[src/verilog/iof_map.svh]
// Constants for the indexed offset bit-set and fill-ones execution unit
`ifndef IOF_MAP_SVH
`define IOF_MAP_SVH
`define IOF_BITSET_OP_HI  4'h8
`define IOF_BITSET_OP_POS 12
`define IOF_BITSET_SEL_POS 9
`define IOF_ACCESS_POS    8
`define IOF_FILL_OP_HI    8'h68
`define IOF_FILL_OP_POS   8
`define IOF_OFFSET_MAX    8'h5f
`define IOF_FILL_VALUE    8'hff
`define IOF_ADDR_RESET    12'h000
`define IOF_DATA_RESET    8'h00
`define IOF_PHASE_RESET   2'h0
`endif

[src/verilog/iof_pkg.sv]
// Types shared by the indexed offset execution unit
package iof_pkg;
  typedef enum logic [1:0] {
    IOF_OP_NONE,
    IOF_OP_BIT_SET,
    IOF_OP_FILL
  } iof_op_t;
endpackage : iof_pkg
[src/verilog/iof_decode.sv]
// Opcode decoder for indexed bit-set and fill-ones instructions
`timescale 1ns/1ps
`include "iof_map.svh"
module iof_decode (
  // Instruction
  input  wire logic [15:0]    opcode_in,
  input  wire logic           extended_set_enable_in,
  // Decode result
  output iof_pkg::iof_op_t    op_out,
  output logic      [2:0]     bit_sel_out,
  output logic      [7:0]     offset_out
);
  always_comb begin
    op_out      = iof_pkg::IOF_OP_NONE;
    bit_sel_out = opcode_in[`IOF_BITSET_SEL_POS +: 3];
    offset_out  = opcode_in[7:0];
    // Indexed form only with extension on and low offset
    if (extended_set_enable_in
        && opcode_in[7:0] <= `IOF_OFFSET_MAX) begin // RL8 RL6
      if (opcode_in[`IOF_BITSET_OP_POS +: 4] == `IOF_BITSET_OP_HI
          && !opcode_in[`IOF_ACCESS_POS]) begin // RL2
        op_out = iof_pkg::IOF_OP_BIT_SET;
      end else if (opcode_in[`IOF_FILL_OP_POS +: 8]
                   == `IOF_FILL_OP_HI) begin // RL5
        op_out = iof_pkg::IOF_OP_FILL;
      end
    end
  end
endmodule : iof_decode

[src/verilog/iof_exec.sv]
// Four-phase execution unit for indexed bit-set and fill-ones
//
// Contract
// [RL1] Bit-set sets only the chosen bit 0..7 of the byte at pointer+offset.
// [RL2] Bit-set decodes as 1000, bit select, access bit zero, offset byte.
// [RL3] Bit-set runs decode, read, modify, write over the four phases.
// [RL4] Fill-ones writes ff to pointer+offset and touches no status flag.
// [RL5] Fill-ones decodes from upper byte 0110 1000 with offset low byte.
// [RL6] Fill-ones offsets above 95 are not taken in this mode.
// [RL7] Fill-ones completes in one cycle, processing Q3 and writing Q4.
// [RL8] With extension on and access zero, arguments up to 5f are offsets.
// [RL9] Address is the full frame pointer plus the zero-extended offset.
`timescale 1ns/1ps
`include "iof_map.svh"
module iof_exec #(
  parameter int ADDR_W = 12
) (
  // Clock and reset
  input  wire logic              sys_clk_in,
  input  wire logic              reset_in,
  // Instruction
  input  wire logic              instr_valid_in,
  input  wire logic [15:0]       opcode_in,
  input  wire logic              extended_set_enable_in,
  input  wire logic [ADDR_W-1:0] frame_pointer_in,
  // Data memory
  input  wire logic [7:0]        mem_rdata_in,
  output logic      [ADDR_W-1:0] mem_addr_out,
  output logic                   mem_rd_out,
  output logic                   mem_wr_out,
  output logic      [7:0]        mem_wdata_out,
  // Status
  output logic                   busy_out,
  output logic                   done_out,
  output logic                   status_we_out
);
  // Pointer narrower than the offset byte cannot hold the sum
  if (ADDR_W < 8 || ADDR_W > 16) begin : g_addr_w_check
    $error("iof_exec: ADDR_W must be 8..16");
  end

  typedef enum logic [1:0] {Q1, Q2, Q3, Q4} iof_phase_t;

  iof_pkg::iof_op_t  dec_op;
  logic [2:0]        dec_bit;
  logic [7:0]        dec_off;

  iof_decode u_decode (
    .opcode_in              (opcode_in),
    .extended_set_enable_in (extended_set_enable_in),
    .op_out                 (dec_op),
    .bit_sel_out            (dec_bit),
    .offset_out             (dec_off)
  );

  iof_phase_t        phase_q,  phase_d;
  iof_pkg::iof_op_t  op_q,     op_d;
  logic [2:0]        bit_q,    bit_d;
  logic [ADDR_W-1:0] addr_q,   addr_d;
  logic [7:0]        data_q,   data_d;
  logic              rd_q,     rd_d;
  logic              wr_q,     wr_d;
  logic              busy_q,   busy_d;
  logic              done_q,   done_d;
  logic              status_we_q, status_we_d;

  always_comb begin
    phase_d = phase_q;
    op_d    = op_q;
    bit_d   = bit_q;
    addr_d  = addr_q;
    data_d  = data_q;
    rd_d    = 1'b0;
    wr_d    = 1'b0;
    busy_d  = busy_q;
    done_d  = 1'b0;
    // Flags are never written by these two operations
    status_we_d = 1'b0; // RL4
    case (phase_q)
      Q1: begin
        // Decode; invalid words leave the unit idle
        if (instr_valid_in && dec_op != iof_pkg::IOF_OP_NONE) begin // RL3
          op_d    = dec_op;
          bit_d   = dec_bit;
          addr_d  = frame_pointer_in + ADDR_W'(dec_off); // RL9
          rd_d    = (dec_op == iof_pkg::IOF_OP_BIT_SET);
          busy_d  = 1'b1;
          phase_d = Q2;
        end
      end
      Q2: begin
        // Read phase: memory answers the read strobe here
        if (op_q == iof_pkg::IOF_OP_BIT_SET) begin
          data_d = mem_rdata_in; // RL3
        end
        phase_d = Q3;
      end
      Q3: begin
        if (op_q == iof_pkg::IOF_OP_BIT_SET) begin
          data_d = data_q | (8'h01 << bit_q); // RL1
        end else begin
          data_d = `IOF_FILL_VALUE; // RL4 RL7
        end
        wr_d    = 1'b1;
        phase_d = Q4;
      end
      Q4: begin
        // Write strobe is high during this phase
        busy_d  = 1'b0;
        done_d  = 1'b1; // RL7
        phase_d = Q1;
      end
      default: phase_d = Q1;
    endcase
  end

  always_ff @(posedge sys_clk_in or posedge reset_in) begin
    if (reset_in) begin
      phase_q <= Q1;
      op_q    <= iof_pkg::IOF_OP_NONE;
      bit_q   <= 3'h0;
      addr_q  <= ADDR_W'(`IOF_ADDR_RESET);
      data_q  <= `IOF_DATA_RESET;
      rd_q    <= 1'b0;
      wr_q    <= 1'b0;
      busy_q  <= 1'b0;
      done_q  <= 1'b0;
      status_we_q <= 1'b0;
    end else begin
      phase_q <= phase_d;
      op_q    <= op_d;
      bit_q   <= bit_d;
      addr_q  <= addr_d;
      data_q  <= data_d;
      rd_q    <= rd_d;
      wr_q    <= wr_d;
      busy_q  <= busy_d;
      done_q  <= done_d;
      status_we_q <= status_we_d;
    end
  end

  assign mem_addr_out  = addr_q;
  assign mem_rd_out    = rd_q;
  assign mem_wr_out    = wr_q;
  assign mem_wdata_out = data_q;
  assign busy_out      = busy_q;
  assign done_out      = done_q;
  // Kept in a flop so every output leaves a register
  assign status_we_out = status_we_q; // RL4
endmodule : iof_exec

[config.mk]
export PLATFORM = sky130hd
export DESIGN_NAME = iof_exec
export DESIGN_NICKNAME = d
export VERILOG_FILES = /design/src/verilog/iof_pkg.sv /design/src/verilog/iof_decode.sv /design/src/verilog/iof_exec.sv
export VERILOG_INCLUDE_DIRS = /design/src /design/src/verilog
export SDC_FILE = /design/constraint.sdc
export NUM_CORES = 1
export LEC_CHECK = 0
export ABC_AREA = 1
export BUFFER_PORTS_ARGS = -buffer_cell sky130_fd_sc_hd__buf_4
export CORE_MARGIN = 2
export CORE_UTILIZATION = 41
export CTS_BUF_LIST = sky130_fd_sc_hd__clkbuf_8 sky130_fd_sc_hd__clkbuf_16
export DETAILED_ROUTE_END_ITERATION = 12
export PLACE_DENSITY = 0.72
export SYNTH_ARGS = -nofsm -noshare
export SYNTH_HDL_FRONTEND = slang
export SYNTH_SLANG_ARGS = --single-unit
[constraint.sdc]
create_clock -name sys_clk_in -period 2.1 [get_ports sys_clk_in]
set_clock_uncertainty 0.1 [all_clocks]
set_input_delay 0.42 -clock sys_clk_in [delete_from_list [all_inputs] [get_ports sys_clk_in]]
set_output_delay 0.42 -clock sys_clk_in [all_outputs]
set_load 0.01 [all_outputs]
Word level (Yosys, flattened, before mapping)
Index checks and enable logic that the tools add are counted.
- bits of input ports: 40
- logic and storage cells: 47
- output and inout bits: 25
- register bits after elaboration: 31
- magnitude comparators: 1
- shifts and indexed selects: 1
- reduce and logical (&&, ||, !) cells: 11
- bitwise gates (word level): 1
- multiplexer cells: 14
- add/sub/neg operators: 1
- equal/unequal tests: 9
- operator list (cell ; count):
    8-bit two-way mux ; 2
    8-bit case mux with 2 select lines ; 1
    12-bit by 8-bit adder with 12-bit output ; 1
    8-bit by 7-bit equality test with 1-bit output, second input constant ; 1
    8-bit by 7-bit <= comparator with 1-bit output, second input constant ; 1
    2-bit two-way mux ; 4
    8-bit bitwise OR ; 1
    2-bit case mux with 4 select lines ; 1
    1-bit by 3-bit left shift with 8-bit output, first input constant ; 1
    2-bit by 1-bit equality test with 1-bit output, second input constant ; 3
    2-bit AND reduction ; 3
    2-bit nonzero test ; 3
    1-bit two-way mux ; 5
    2-bit equality test, second input constant ; 2
    4-bit equality test, second input constant ; 1
    2-bit != test, second input constant ; 2
    1-bit logical AND ; 3
    2-bit logical NOT ; 1
    1-bit case mux with 2 select lines ; 1
    1-bit logical NOT ; 1

Longest topological paths before layout
Gate-level depths: netlist (run 1).
- depth in word-level cells: 8
- mapped depth: 10
- gate-level depth less buffers: 10

Cells and area by module
A second synthesis (run 1) with hierarchy kept.
- cell total of the unflattened synthesis: 276
- area, all modules: 2037.0 um2
- modules (own cells, without submodules) (module ; area an instance (um2) ; cells each ; instances):
    iof_exec ; 1878.1 ; 246 ; 1
    iof_decode ; 158.9 ; 30 ; 1

Worst setup path before layout (run 1)
Ideal clock, no wire load.
- kind: input -> register
- start point: in opcode_in[0]
- end point: reg addr_q[6], in the netlist mem_addr_out[6]
- path buffers: 0
- stages: 9
- setup time: 0.116 ns
- arrival time: 1.563 ns
- data required time: 1.884 ns
- setup slack: 0.321 ns
- cells stage by stage: ha_1 -> fa_1 -> nand2_1 -> nand3_1 -> nand3_1 -> nand2_1 -> xor2_1 -> nand2_1 -> nand2_1
- word-level cells in the longest chain between the ends: 6
- elaborated cells between the ends (all ways): 7
- those cells by class: add/sub (1); order compare (1); mux (1); reduce/logical (4)
- ends and longest elaborated chain (element ; line ; RTL):
    from (decl) ; iof_exec.sv:23 ; input wire logic [15:0] opcode_in,
    8-bit by 7-bit <= comparator with 1-bit output (no source line) ; - ;
    1-bit logical AND (no source line) ; - ;
    2-bit two-way mux ; iof_decode.sv:18 ; if (extended_set_enable_in
    2-bit nonzero test ; iof_exec.sv:82 ; if (instr_valid_in && dec_op != iof_pkg::IOF_OP_NONE) begin
    1-bit logical AND ; iof_exec.sv:82 ;
    2-bit AND reduction (no source line) ; - ;
    to (signal assigned) ; iof_exec.sv:122 ; addr_q <= ADDR_W'(`IOF_ADDR_RESET);
    to (signal assigned) ; iof_exec.sv:133 ; addr_q <= addr_d;
    to (decl) ; iof_exec.sv:59 ; logic [ADDR_W-1:0] addr_q, addr_d;
Parallel ways exist; a longest one is shown, timed or not.
A chain may end at the register's enable or synchronous reset.

Final worst setup path (run 1)
Ends and elaborated chain as after synthesis.

==> metrics.md, run 1 <==
| Metric | Value |
|---|---|
| PnR worst setup slack | `0.382 ns` |
| Critical Path Stages | `10` |
| HP Class | `input port to async pin` |
| Reg area | `776 um^2` |
| First-pass GRT wire length | `7.61 mm` |
| Routed len/inst | `11.0 um` |
| Final RePlAce weighted congestion | `0.831` |
| Final WL | `4.53 mm` |
| Syn nets | `328` |
| RSZ-0062 raised after global routing | `no` |
| Fmax achieved | `0.582 GHz` |
| Layout fillers | `484` |
| Area of the multi-input gates | `1020 um^2` |
| Register-to-register setup slack | `0.39 ns` |
| CP arrival | `1.79 ns` |
| Post-CTS setup buffers | `0` |
| Largest net degree at the start of global routing | `32` |
| Commonest non-fill, non-tap cell in the layout | `nand2_1` |
| Crit path max fanout | `3` |
| CP Cell Sequence | `buf_4 > ha_1 > fa_1 > nand2_1 > nand3_1 > nand3_1 > nand2_1 > xor2_1 > nand2_1 > nand2_1` |
| DRC viols | `0` |
| Post-DRT Antenna Nets | `0` |
| ANT cells | `0` |
| Layout cells sized above 1 | `23.9%` |
| Cts hold-fix bufs | `0` |
| All-layer global routing usage | `18.0%` |
| Post_cts resized | `0` |
| Worst-Skew Late Latency | `0.28 ns` |
| Final min period | `1.72 ns` |
| Required @ worst endpoint | `2.17 ns` |
| Final Hold Fails | `0` |
| R2r endpoint | `mem_wdata_out[7]` |
| Buffers and inverters on the worst path | `1` |
| Status | `completed` |
| Crit-path leading delay family | `adder cells` |
| Core footprint | `4720 um^2` |
| Critical Path Start Type | `input port` |
| # rows | `25` |
| VDD IR max | `0.402 mV` |
| Post-Syn Area | `2010 um^2` |
| Dpl hpwl | `3.67 mm` |
| Syn. warnings | `0` |
| Post-Place Setup Slack | `0.0900 ns` |
| CTS buffer count | `5` |
| # IOs | `65` |
| GRT met2 Usage | `33.8%` |
| Vias in the first global route | `1,820` |
| Largest stage delay, worst path | `0.44 ns` |
| Fin util | `56.1%` |
| Avg Cell Area, Syn | `7.32 um^2` |
| CTS tree | `built` |
| Total grt overflow | `0` |
| Cells after Synth | `275` |
| # Max-Cap Violations | `0` |
| Tcrit/Tclk final | `81.8%` |
| Met3 Track Usage GR | `3.93%` |
| Die height | `74.1 um` |
| Initial Utilization | `42.6%` |
| Pwr/cell area | `806 nW/um^2` |
| Hold_ws | `0.112 ns` |
| CP endpoint kind | `register` |
| Worst Reg-to-Reg Cells | `7` |
| Most frequent cells in the layout | `86 x nand2_1, 65 x buf_4, 45 x inv_1` |
| Seq/Total Area, Yosys | `38.5%` |
| Port Buf Inserts | `63` |
| Final nets | `396` |
| H-tree depth | `2` |
| Clk sinks | `31` |
| Post-synthesis sequential element count | `31` |
| Final setup fails | `0` |
| Slew Limit Fails | `0` |
| Clock-pin slew on the worst setup and hold paths | `0.07 ns` |
| Critical-path top delay cell | `fa_1` |
| Die area | `5490 um^2` |
| Antenna violations before repair | `0` |
| Chip Width | `74.1 um` |
| Most used routing layer | `met2` |
| RR Startpoint | `phase_q[0]` |
| Longest Clk Path Bufs | `2` |
| DR iter-0 viols | `62` |
| Total power | `0.00214 W` |
| Leakage dissipation | `1.51 nW` |
| Via/cell ratio | `4.64` |
| Via count | `1,904` |
| Unique masters post-synth | `29` |
| Pre-Repair DR Iteration Count | `4` |
| GR Layer Usage met1 | `20.2%` |
| CTS root buf | `clkbuf_8` |
| TNS Setup | `0 ns` |
| Area delta synth->final | `31.7%` |
| CP Class | `input port to register` |
| Most Frequent Cell on Critical Path | `nand2_1` |
final cells by class:
type	instances	area share [%]
timing repair buffer	66	19.2
clock buffer	6	3.11
sequential	31	29.3
multi-input combinational	193	38.6
inverter	46	6.56
clock inverter	1	0.189
tap	67	3.16
metal layers:
layer / up-vias / routed length (um)
li1: 1002 / -
met2: 48 / 2350
met3: 2 / 249
met5: - / 0
met1: 852 / 1910
met4: 0 / 21
state kept, by name, indices dropped and copies added, names as in the netlist:
name	cells
mem_addr_out	12
mem_wr_out	1
mem_rd_out	1
done_out	1
bit_q	3
mem_wdata_out	8
phase_q	2
busy_out	1
op_q	2
cells in the mapped netlist:
| cell type | instances | area share (%) |
|---|---|---|
| a21boi_0 | 1 | 0.37 |
| a21o_1 | 1 | 0.37 |
| a21oi_1 | 9 | 2.2 |
| a31oi_1 | 1 | 0.31 |
| and2_1 | 1 | 0.31 |
| buf_4 | 2 | 0.75 |
| buf_6 | 2 | 1.1 |
| clkbuf_1 | 1 | 0.19 |
| clkinv_2 | 1 | 0.25 |
| conb_1 | 1 | 0.19 |
| dfrtp_1 | 31 | 39 |
| fa_1 | 1 | 0.99 |
| ha_1 | 12 | 7.5 |
| inv_1 | 45 | 8.4 |
| nand2_1 | 86 | 16 |
| nand2_2 | 2 | 0.62 |
| nand3_1 | 14 | 3.5 |
| nand3_2 | 3 | 1.5 |
| nand3_4 | 1 | 0.87 |
| nand3b_1 | 1 | 0.37 |
| nand4_1 | 4 | 1.2 |
| nor2_1 | 13 | 2.4 |
| nor3_1 | 16 | 4.0 |
| o21ai_0 | 12 | 3.0 |
| o21ai_1 | 5 | 1.2 |
| o21ai_2 | 2 | 0.87 |
| or2_1 | 1 | 0.31 |
| xnor2_1 | 1 | 0.44 |
| xor2_1 | 5 | 2.2 |
worst max path at each step:
stage,startpoint,end
after floorplan,opcode_in[0],mem_addr_out[6]
after global placement,opcode_in[0],mem_addr_out[6]
after detailed placement,opcode_in[0],mem_addr_out[6]
after CTS,phase_q[0],mem_wdata_out[7]
after global routing,phase_q[0],mem_wdata_out[6]
final,opcode_in[0],mem_addr_out[6]
logic make-up (layout without fill, tap and decap cells):
family | Yosys count | count (layout) | synth area share, %
DFF | 31 | 31 | 38.5
AOI/OAI and AO/OA | 31 | 31 | 8.39
xor gates and xnor gates | 6 | 6 | 2.61
other | 1 | 1 | 0.186
adders and majority gates | 13 | 13 | 8.45
and+or+nand+nor | 142 | 142 | 31.1
buffers and inverters | 51 | 119 | 10.7
stage by stage:
stage                     instance area [um^2]  std cells
after CTS                                 2650        410
after floorplan                           2010        275
after global placement                    2560        403
final                                     2650        410
after detailed placement                  2560        403
after global routing                      2650        410
worst register-to-register path: stages, from the launching register on:
cell and delay (ns):
dfrtp_1 0.40, inv_1 0.11, ha_1 0.42, inv_1 0.07
o21ai_0 0.16, buf_4 0.16, o21ai_0 0.10, a21oi_1 0.13
power by group:
part	switching (W)	total [W]	internal (W)
clock	0.000213	0.000469	0.000257
combinational	0.000479	0.000872	0.000393
sequential	0.0000674	0.000796	0.000729
No activity file was read; power rests on OpenSTA's default activity.
==> inputs of run 2 (changes only) <==
==> constraint.sdc (replaced) <==
create_clock -name sys_clk_in -period 1.6 [get_ports sys_clk_in]
set_clock_uncertainty 0.1 [all_clocks]
set_input_delay 0.32 -clock sys_clk_in [delete_from_list [all_inputs] [get_ports sys_clk_in]]
set_output_delay 0.32 -clock sys_clk_in [all_outputs]
set_load 0.01 [all_outputs]
==> run 2 against run 1 <==
Net effect: via count up 3.4%; flip-flop and latch count is the same; final cell count grew 3.7%; hold slack got worse by 0.084 ns; sequential share of layout area is 1.1 points lower; critical path type unchanged; non-clock buffer count increased by 16.
==> metrics.md, run 2 (synthesis gave the netlist of run 1 again) <==
| Metric | Value |
|---|---|
| Fin area | `2760 um^2` |
| Routed len/inst | `11.0 um` |
| Max reg flops | `12` |
| Commonest non-fill, non-tap cell in the layout | `nand2_1` |
| HP Class | `input port to async pin` |
| Crit path max fanout | `4` |
| Core footprint | `4720 um^2` |
| CTS tree | `built` |
| ANT cells | `0` |
| Tcrit/Tclk final | `91.1%` |
| Final min period | `1.46 ns` |
| Pre-Repair DR Iteration Count | `4` |
| Worst-Skew Late Latency | `0.27 ns` |
| Antenna violations before repair | `0` |
| H-tree depth | `2` |
| Post-CTS setup buffers | `0` |
| Hold_ws | `0.0285 ns` |
| Largest net degree at the start of global routing | `32` |
| Leakage dissipation | `1.57 nW` |
| Largest stage delay, worst path | `0.34 ns` |
| CP arrival | `1.52 ns` |
| Total grt overflow | `0` |
| Die height | `74.1 um` |
| Most frequent cells in the layout | `86 x nand2_1, 82 x buf_4, 45 x inv_1` |
| Via count | `1,968` |
| Critical Path Start Type | `input port` |
| Post-DRT Antenna Nets | `0` |
| Crit-path leading delay family | `simple AND/OR/NAND/NOR gates` |
| CP Class | `input port to register` |
| Pwr/cell area | `1020 nW/um^2` |
| Status | `completed` |
| Placed Cells | `419` |
| Fmax achieved | `0.686 GHz` |
| CTS root buf | `clkbuf_8` |
| Post-route insts no fill | `425` |
| Initial Utilization | `42.6%` |
| P_sw | `0.000995 W` |
| Final setup fails | `0` |
| CTS buffer count | `5` |
| # Max-Cap Violations | `0` |
| Buffers and inverters on the worst path | `2` |
| Sequential power share | `37.5%` |
| Final RePlAce weighted congestion | `0.915` |
| Combinational Power Share | `43.3%` |
| Critical-path top delay cell | `ha_1` |
| Most Frequent Cell on Critical Path | `nand2_1` |
| VDD IR max | `0.485 mV` |
| Die area | `5490 um^2` |
| DR iter-0 viols | `106` |
| Clk sinks | `31` |
| Area delta synth->final | `37.0%` |
| Final Hold Fails | `0` |
| CP endpoint kind | `register` |
| Final WL | `4.66 mm` |
| Area after DPL | `2680 um^2` |
| Sw frac | `35.5%` |
| Vias in the first global route | `1,910` |
| RSZ-0062 raised after global routing | `no` |
| # IOs | `65` |
| Required @ worst endpoint | `1.67 ns` |
| Via/cell ratio | `4.63` |
| Port Buf Inserts | `63` |
| Chip Width | `74.1 um` |
| DRC viols | `0` |
| # rows | `25` |
| Slew Limit Fails | `0` |
| Clock power frac | `19.2%` |
| Final nets | `412` |
| All-layer global routing usage | `18.9%` |
| Layout cells sized above 1 | `28.2%` |
| Clock-pin slew on the worst setup and hold paths | `0.06 ns` |
| Dpl hpwl | `3.73 mm` |
| CP Cell Sequence | `buf_4 > ha_1 > nand2_1 > inv_1 > a21boi_0 > nand4_1 > nand3_2 > nand2_1` |
| P_int | `0.00181 W` |
| First-pass GRT wire length | `7.98 mm` |
| Longest Clk Path Bufs | `2` |
[run 2: worst paths after layout]
| check | start | endpoint | slack, ns | cells past startpoint |
|---|---|---|---|---|
| setup / recovery | opcode_in[7] | mem_addr_out[9] | 0.14 | 8 |
| hold / removal | reset_in | mem_wr_out | 0.03 | 3 |
| setup reg to reg | phase_q[1] | mem_addr_out[2] | 0.16 | 6 |
| min in group sys_clk_in | opcode_in[11] | bit_q[2] | 0.19 | 3 |
| hold reg to reg | mem_addr_out[0] | mem_addr_out[0] | 0.39 | 2 |
| max in group asynchronous | reset_in | op_q[1] | 1.09 | 3 |
[run 2: power groups by stage]
stage,Clock [W],Sequential (W),Combinational [W]
2_1_floorplan,0,0.00112,0.000632
3_3_place_gp,0,0.00106,0.00120
3_5_place_dp,0,0.00106,0.00123
4_1_cts,0.000560,0.00105,0.00123
5_1_grt,0.000597,0.00107,0.00142
6_report,0.000540,0.00105,0.00121
[run 2: worst min-delay path, stage by stage]
cell,delay [ns]
buf_4,0.10
inv_1,0.04
buf_4,0.35
[run 2: routing by layer]
| metal | vias to the layer above | share of wire (%) | GRT usage, % |
|---|---|---|---|
| met1 | 880 | 42 | 21.7 |
| li1 | 1029 | - | - |
| met5 | - | 0 | 0 |
| met4 | 0 | 0.75 | 5.66 |
| met2 | 54 | 51 | 33.8 |
| met3 | 5 | 6.8 | 5.56 |
[run 2: final cells by class]
class	instances	area (um^2)
Clock buffer	5	68.8
Clock inverter	1	3.75
Fill cell	450	1970
Inverter	46	175
Multi-Input combinational cell	193	1030
Sequential cell	31	776
Tap cell	67	83.8
Timing Repair Buffer	82	616
[run 2: repair_timing]
action	in CTS	in global routing
endpoints found under the setup margin	0	2
gates resized for setup	0	3
hold buffers	0	0
[run 2: stage by stage]
| stage | util, % | setup WS, ns | total power, W | setup TNS, ns |
|---|---|---|---|---|
| final | 58.4 | 0.143 | 0.00281 | 0 |
| after global routing | 58.4 | 0.0299 | 0.00309 | 0 |
| after CTS | 58.3 | 0.0738 | 0.00284 | 0 |
| after detailed placement | 56.8 | -0.140 | 0.00229 | -0.856 |
| after global placement | 56.8 | -0.125 | 0.00226 | -0.649 |
| after floorplan | - | 0.0114 | 0.00175 | 0 |
==> inputs of run 3 (changes only) <==
--- a/config.mk
+++ b/config.mk
@@ -6,13 +6,13 @@
 export SDC_FILE = /design/constraint.sdc
 export NUM_CORES = 1
 export LEC_CHECK = 0
-export ABC_AREA = 1
+export ABC_AREA = 0
 export BUFFER_PORTS_ARGS = -buffer_cell sky130_fd_sc_hd__buf_4
 export CORE_MARGIN = 2
 export CORE_UTILIZATION = 41
 export CTS_BUF_LIST = sky130_fd_sc_hd__clkbuf_8 sky130_fd_sc_hd__clkbuf_16
 export DETAILED_ROUTE_END_ITERATION = 12
-export PLACE_DENSITY = 0.72
+export PLACE_DENSITY = 0.73
 export SYNTH_ARGS = -nofsm -noshare
 export SYNTH_HDL_FRONTEND = slang
 export SYNTH_SLANG_ARGS = --single-unit
==> run 3 against run 2 <==
Net effect: the flow now finishes with violations (setup timing); die area is 8.9% lower; synthesized area is 9.4% lower; count of clock-buffer cells in the layout is 2 higher; final cell count is 17% lower; setup slack worse by 0.30 ns; via count is 4.6% lower; clock power is 24% higher; design area is 12% higher; hold slack worse by 0.023 ns; combinational power hardly changed.
==> metrics.md, run 3 <==
| Metric | Value |
|---|---|
| Most common cell in the netlist | `dfrtp_1` |
| Top post-synthesis cells by count | `31 x dfrtp_1, 25 x a21oi_1, 23 x nand2_1, 16 x o21ai_0, 12 x ha_1` |
| Leakage dissipation | `1.42 nW` |
| Post-synthesis sequential element count | `31` |
| RSZ-0062 raised after global routing | `yes` |
| Most frequent cells in the layout | `96 x buf_4, 31 x dfrtp_1, 16 x a21oi_1` |
| Area after DPL | `2690 um^2` |
| Async SR Flop Fraction | `100%` |
| Clock-pin slew on the worst setup and hold paths | `0.07 ns` |
| Critical Path Start Type | `register` |
| Post-synthesis adder-cell area fraction | `9.33%` |
| Crit path max fanout | `5` |
| Core footprint | `4320 um^2` |
| Required @ worst endpoint | `1.67 ns` |
| Die height | `70.7 um` |
| CTS root buf | `clkbuf_8` |
| Port Buf Inserts | `63` |
| Critical-path top delay cell | `dfrtp_1` |
| Hold_ws | `0.00541 ns` |
| RR Startpoint | `phase_q[0]` |
| PnR worst setup slack | `-0.156 ns` |
| Routed len/inst | `15.1 um` |
| Largest net degree at the start of global routing | `32` |
| # IOs | `65` |
| Antenna violations before repair | `0` |
| Buffers and inverters on the worst path | `4` |
| CP Cell Sequence | `inv_2 > buf_6 > ha_4 > clkinv_4 > nor3b_4 > buf_4 > o21ai_2 > a21oi_2 > a21oi_1` |
| Final WL | `5.32 mm` |
| All-layer global routing usage | `20.4%` |
| Post-Place Setup Slack | `-0.382 ns` |
| Synth Area in Simple Gates | `15.0%` |
| CP Class | `register to register` |
| Slew Limit Fails | `0` |
| Worst-Skew Late Latency | `0.28 ns` |
| # rows | `24` |
| VDD IR max | `0.477 mV` |
| Layout cells sized above 1 | `57.3%` |
| Cell taking the most area after synthesis | `dfrtp_1` |
| CP arrival | `1.82 ns` |
| DRC viols | `0` |
| Syn. warnings | `0` |
| Seq/Total Area, Yosys | `42.5%` |
| CTS buffer count | `5` |
| Failing checks | `setup timing` |
| Largest family of logic cells by synthesized area | `compound AO/OA/AOI/OAI gates` |
| Dpl hpwl | `3.70 mm` |
| Commonest non-fill, non-tap cell in the layout | `buf_4` |
| Initial Utilization | `42.2%` |
| ANT cells | `0` |
| Final nets | `352` |
| Final Hold Fails | `0` |
| Largest stage delay, worst path | `0.39 ns` |
| Area delta synth->final | `69.3%` |
| Total power | `0.00284 W` |
| HP Class | `input port to async pin` |
| # Max-Cap Violations | `0` |
| Post-synthesis compound-gate area fraction | `20.4%` |
| Final min period | `1.76 ns` |
| Primary FF master, synth | `dfrtp_1` |
| Pwr/cell area | `919 nW/um^2` |
| Cts hold-fix bufs | `0` |
| DR iter-0 viols | `86` |
| Post-Syn Area | `1820 um^2` |
| Synth top area share | `42.5%` |
| Chip Width | `70.7 um` |
| Post-DRT Antenna Nets | `0` |
| Die area | `5000 um^2` |
| Xor/xnor cell area share of the yosys netlist | `3.36%` |
| Fmax achieved | `0.570 GHz` |
| Longest Clk Path Bufs | `2` |
| Fin area | `3090 um^2` |
| CP endpoint kind | `register` |
| Unique masters post-synth | `39` |
| Avg Cell Area, Syn | `9.50 um^2` |
| Register-to-register setup slack | `-0.16 ns` |
| Leading post-synthesis cells by cell area | `dfrtp_1 43%, ha_1 8.2%, a21oi_1 6.9%, nand2_1 4.7%, o21ai_0 4.4%` |
| Via/cell ratio | `5.34` |
| Via count | `1,878` |
| Tcrit/Tclk final | `110%` |
| Cells after Synth | `192` |
| Layout fillers | `335` |
| First-pass GRT wire length | `8.09 mm` |
| Status | `finished, violations left` |
| Vias in the first global route | `1,844` |
| Pre-Repair DR Iteration Count | `4` |
| Total grt overflow | `0` |
| H-tree depth | `2` |
| Max reg flops | `12` |
| R2r endpoint | `mem_wdata_out[1]` |
| Number of synthesized flops with an enable pin | `0` |
| Worst Reg-to-Reg Cells | `9` |
| Clk sinks | `31` |
| Final RePlAce weighted congestion | `0.894` |
| Crit-path leading delay family | `buffers and inverters` |
| Final setup fails | `26` |
| Syn nets | `245` |
| CTS tree | `built` |
| Mux cell area share after synthesis | `5.76%` |
run 3: changes by cell type in the layout (fill, tap and decap cells not counted), moves of 5 or more:
cell	change
a21oi_1	+7
a21oi_2	+9
buf_4	+14
buf_6	+10
ha_4	+5
inv_1	-43
nand2_1	-76
nand2_2	+11
nand3_1	-11
nor2_1	-5
nor3_1	-14
o21ai_0	-7
o22ai_1	+5
run 3: logic make-up (layout without fill, tap and decap cells):
kind of cell	Yosys count	in the layout
XOR/XNOR	7	7
other	1	1
AO/OA/AOI/OAI	64	64
AND/OR/NAND/NOR	54	54
flip-flops	31	31
multiplexers	9	9
buffers and inverters	13	121
adder cells (fa/ha/maj)	13	13
run 3: per-layer routing:
metal	routed length (um)	global-route usage, %
met1	2150	24.0
met2	2800	37.1
met3	318	5.13
met4	44	4.82
met5	0	0
run 3: worst max-delay path by stage:
stage                        from          endpoint  slack, ns  depth (start not counted)
floorplan           opcode_in[12]   mem_addr_out[0]      -0.20                          6
global placement    opcode_in[15]        phase_q[1]      -0.38                          6
detailed placement  opcode_in[15]        phase_q[1]      -0.38                          6
CTS                    phase_q[1]   mem_addr_out[1]      -0.08                          6
global route           phase_q[0]  mem_wdata_out[0]      -0.21                          9
finish                 phase_q[0]  mem_wdata_out[1]      -0.16                          9
run 3: where the power goes:
| part | switching, W | leakage (nW) | internal [W] |
|---|---|---|---|
| Combinational | 0.000560 | 0.985 | 0.000677 |
| Clock | 0.000284 | 0.0557 | 0.000386 |
| Sequential | 0.0000664 | 0.383 | 0.000867 |
run 3: per-stage QoR:
stage          instances  TNS (ns)  util, %
2_1_floorplan        192     -1.68        -
4_1_cts              344     -1.04     66.9
3_5_place_dp         333     -6.90     62.2
3_3_place_gp         333     -5.96     62.2
6_report             352     -2.22     71.4
5_1_grt              352     -3.71     71.4
run 3: final cells by class:
type                            count  area [um^2]  area share (%)
Clock inverter                      1         3.75           0.122
Timing Repair Buffer              109          878            28.4
Clock buffer                        7         96.3            3.12
Tap cell                           52         65.1            2.11
Inverter                            4         20.0           0.648
Sequential cell                    31          776            25.1
Multi-Input combinational cell    148         1250            40.5
run 3: what timing repair did:
item | CTS | global route
cloned | 1 | 0
pin swaps | 11 | 17
buffers inserted | 2 | 9
setup endpoints to repair | 22 | 26
gates resized for setup | 21 | 43
run 3: worst register-to-register path: cells and delay by family (launching register included):
family | cells | cell delay [ns]
AND/OR/NAND/NOR | 1 | 0.30
buffers and inverters | 4 | 0.44
adder cells (fa/ha/maj) | 1 | 0.15
flip-flops | 1 | 0.39
AO/OA/AOI/OAI | 3 | 0.26
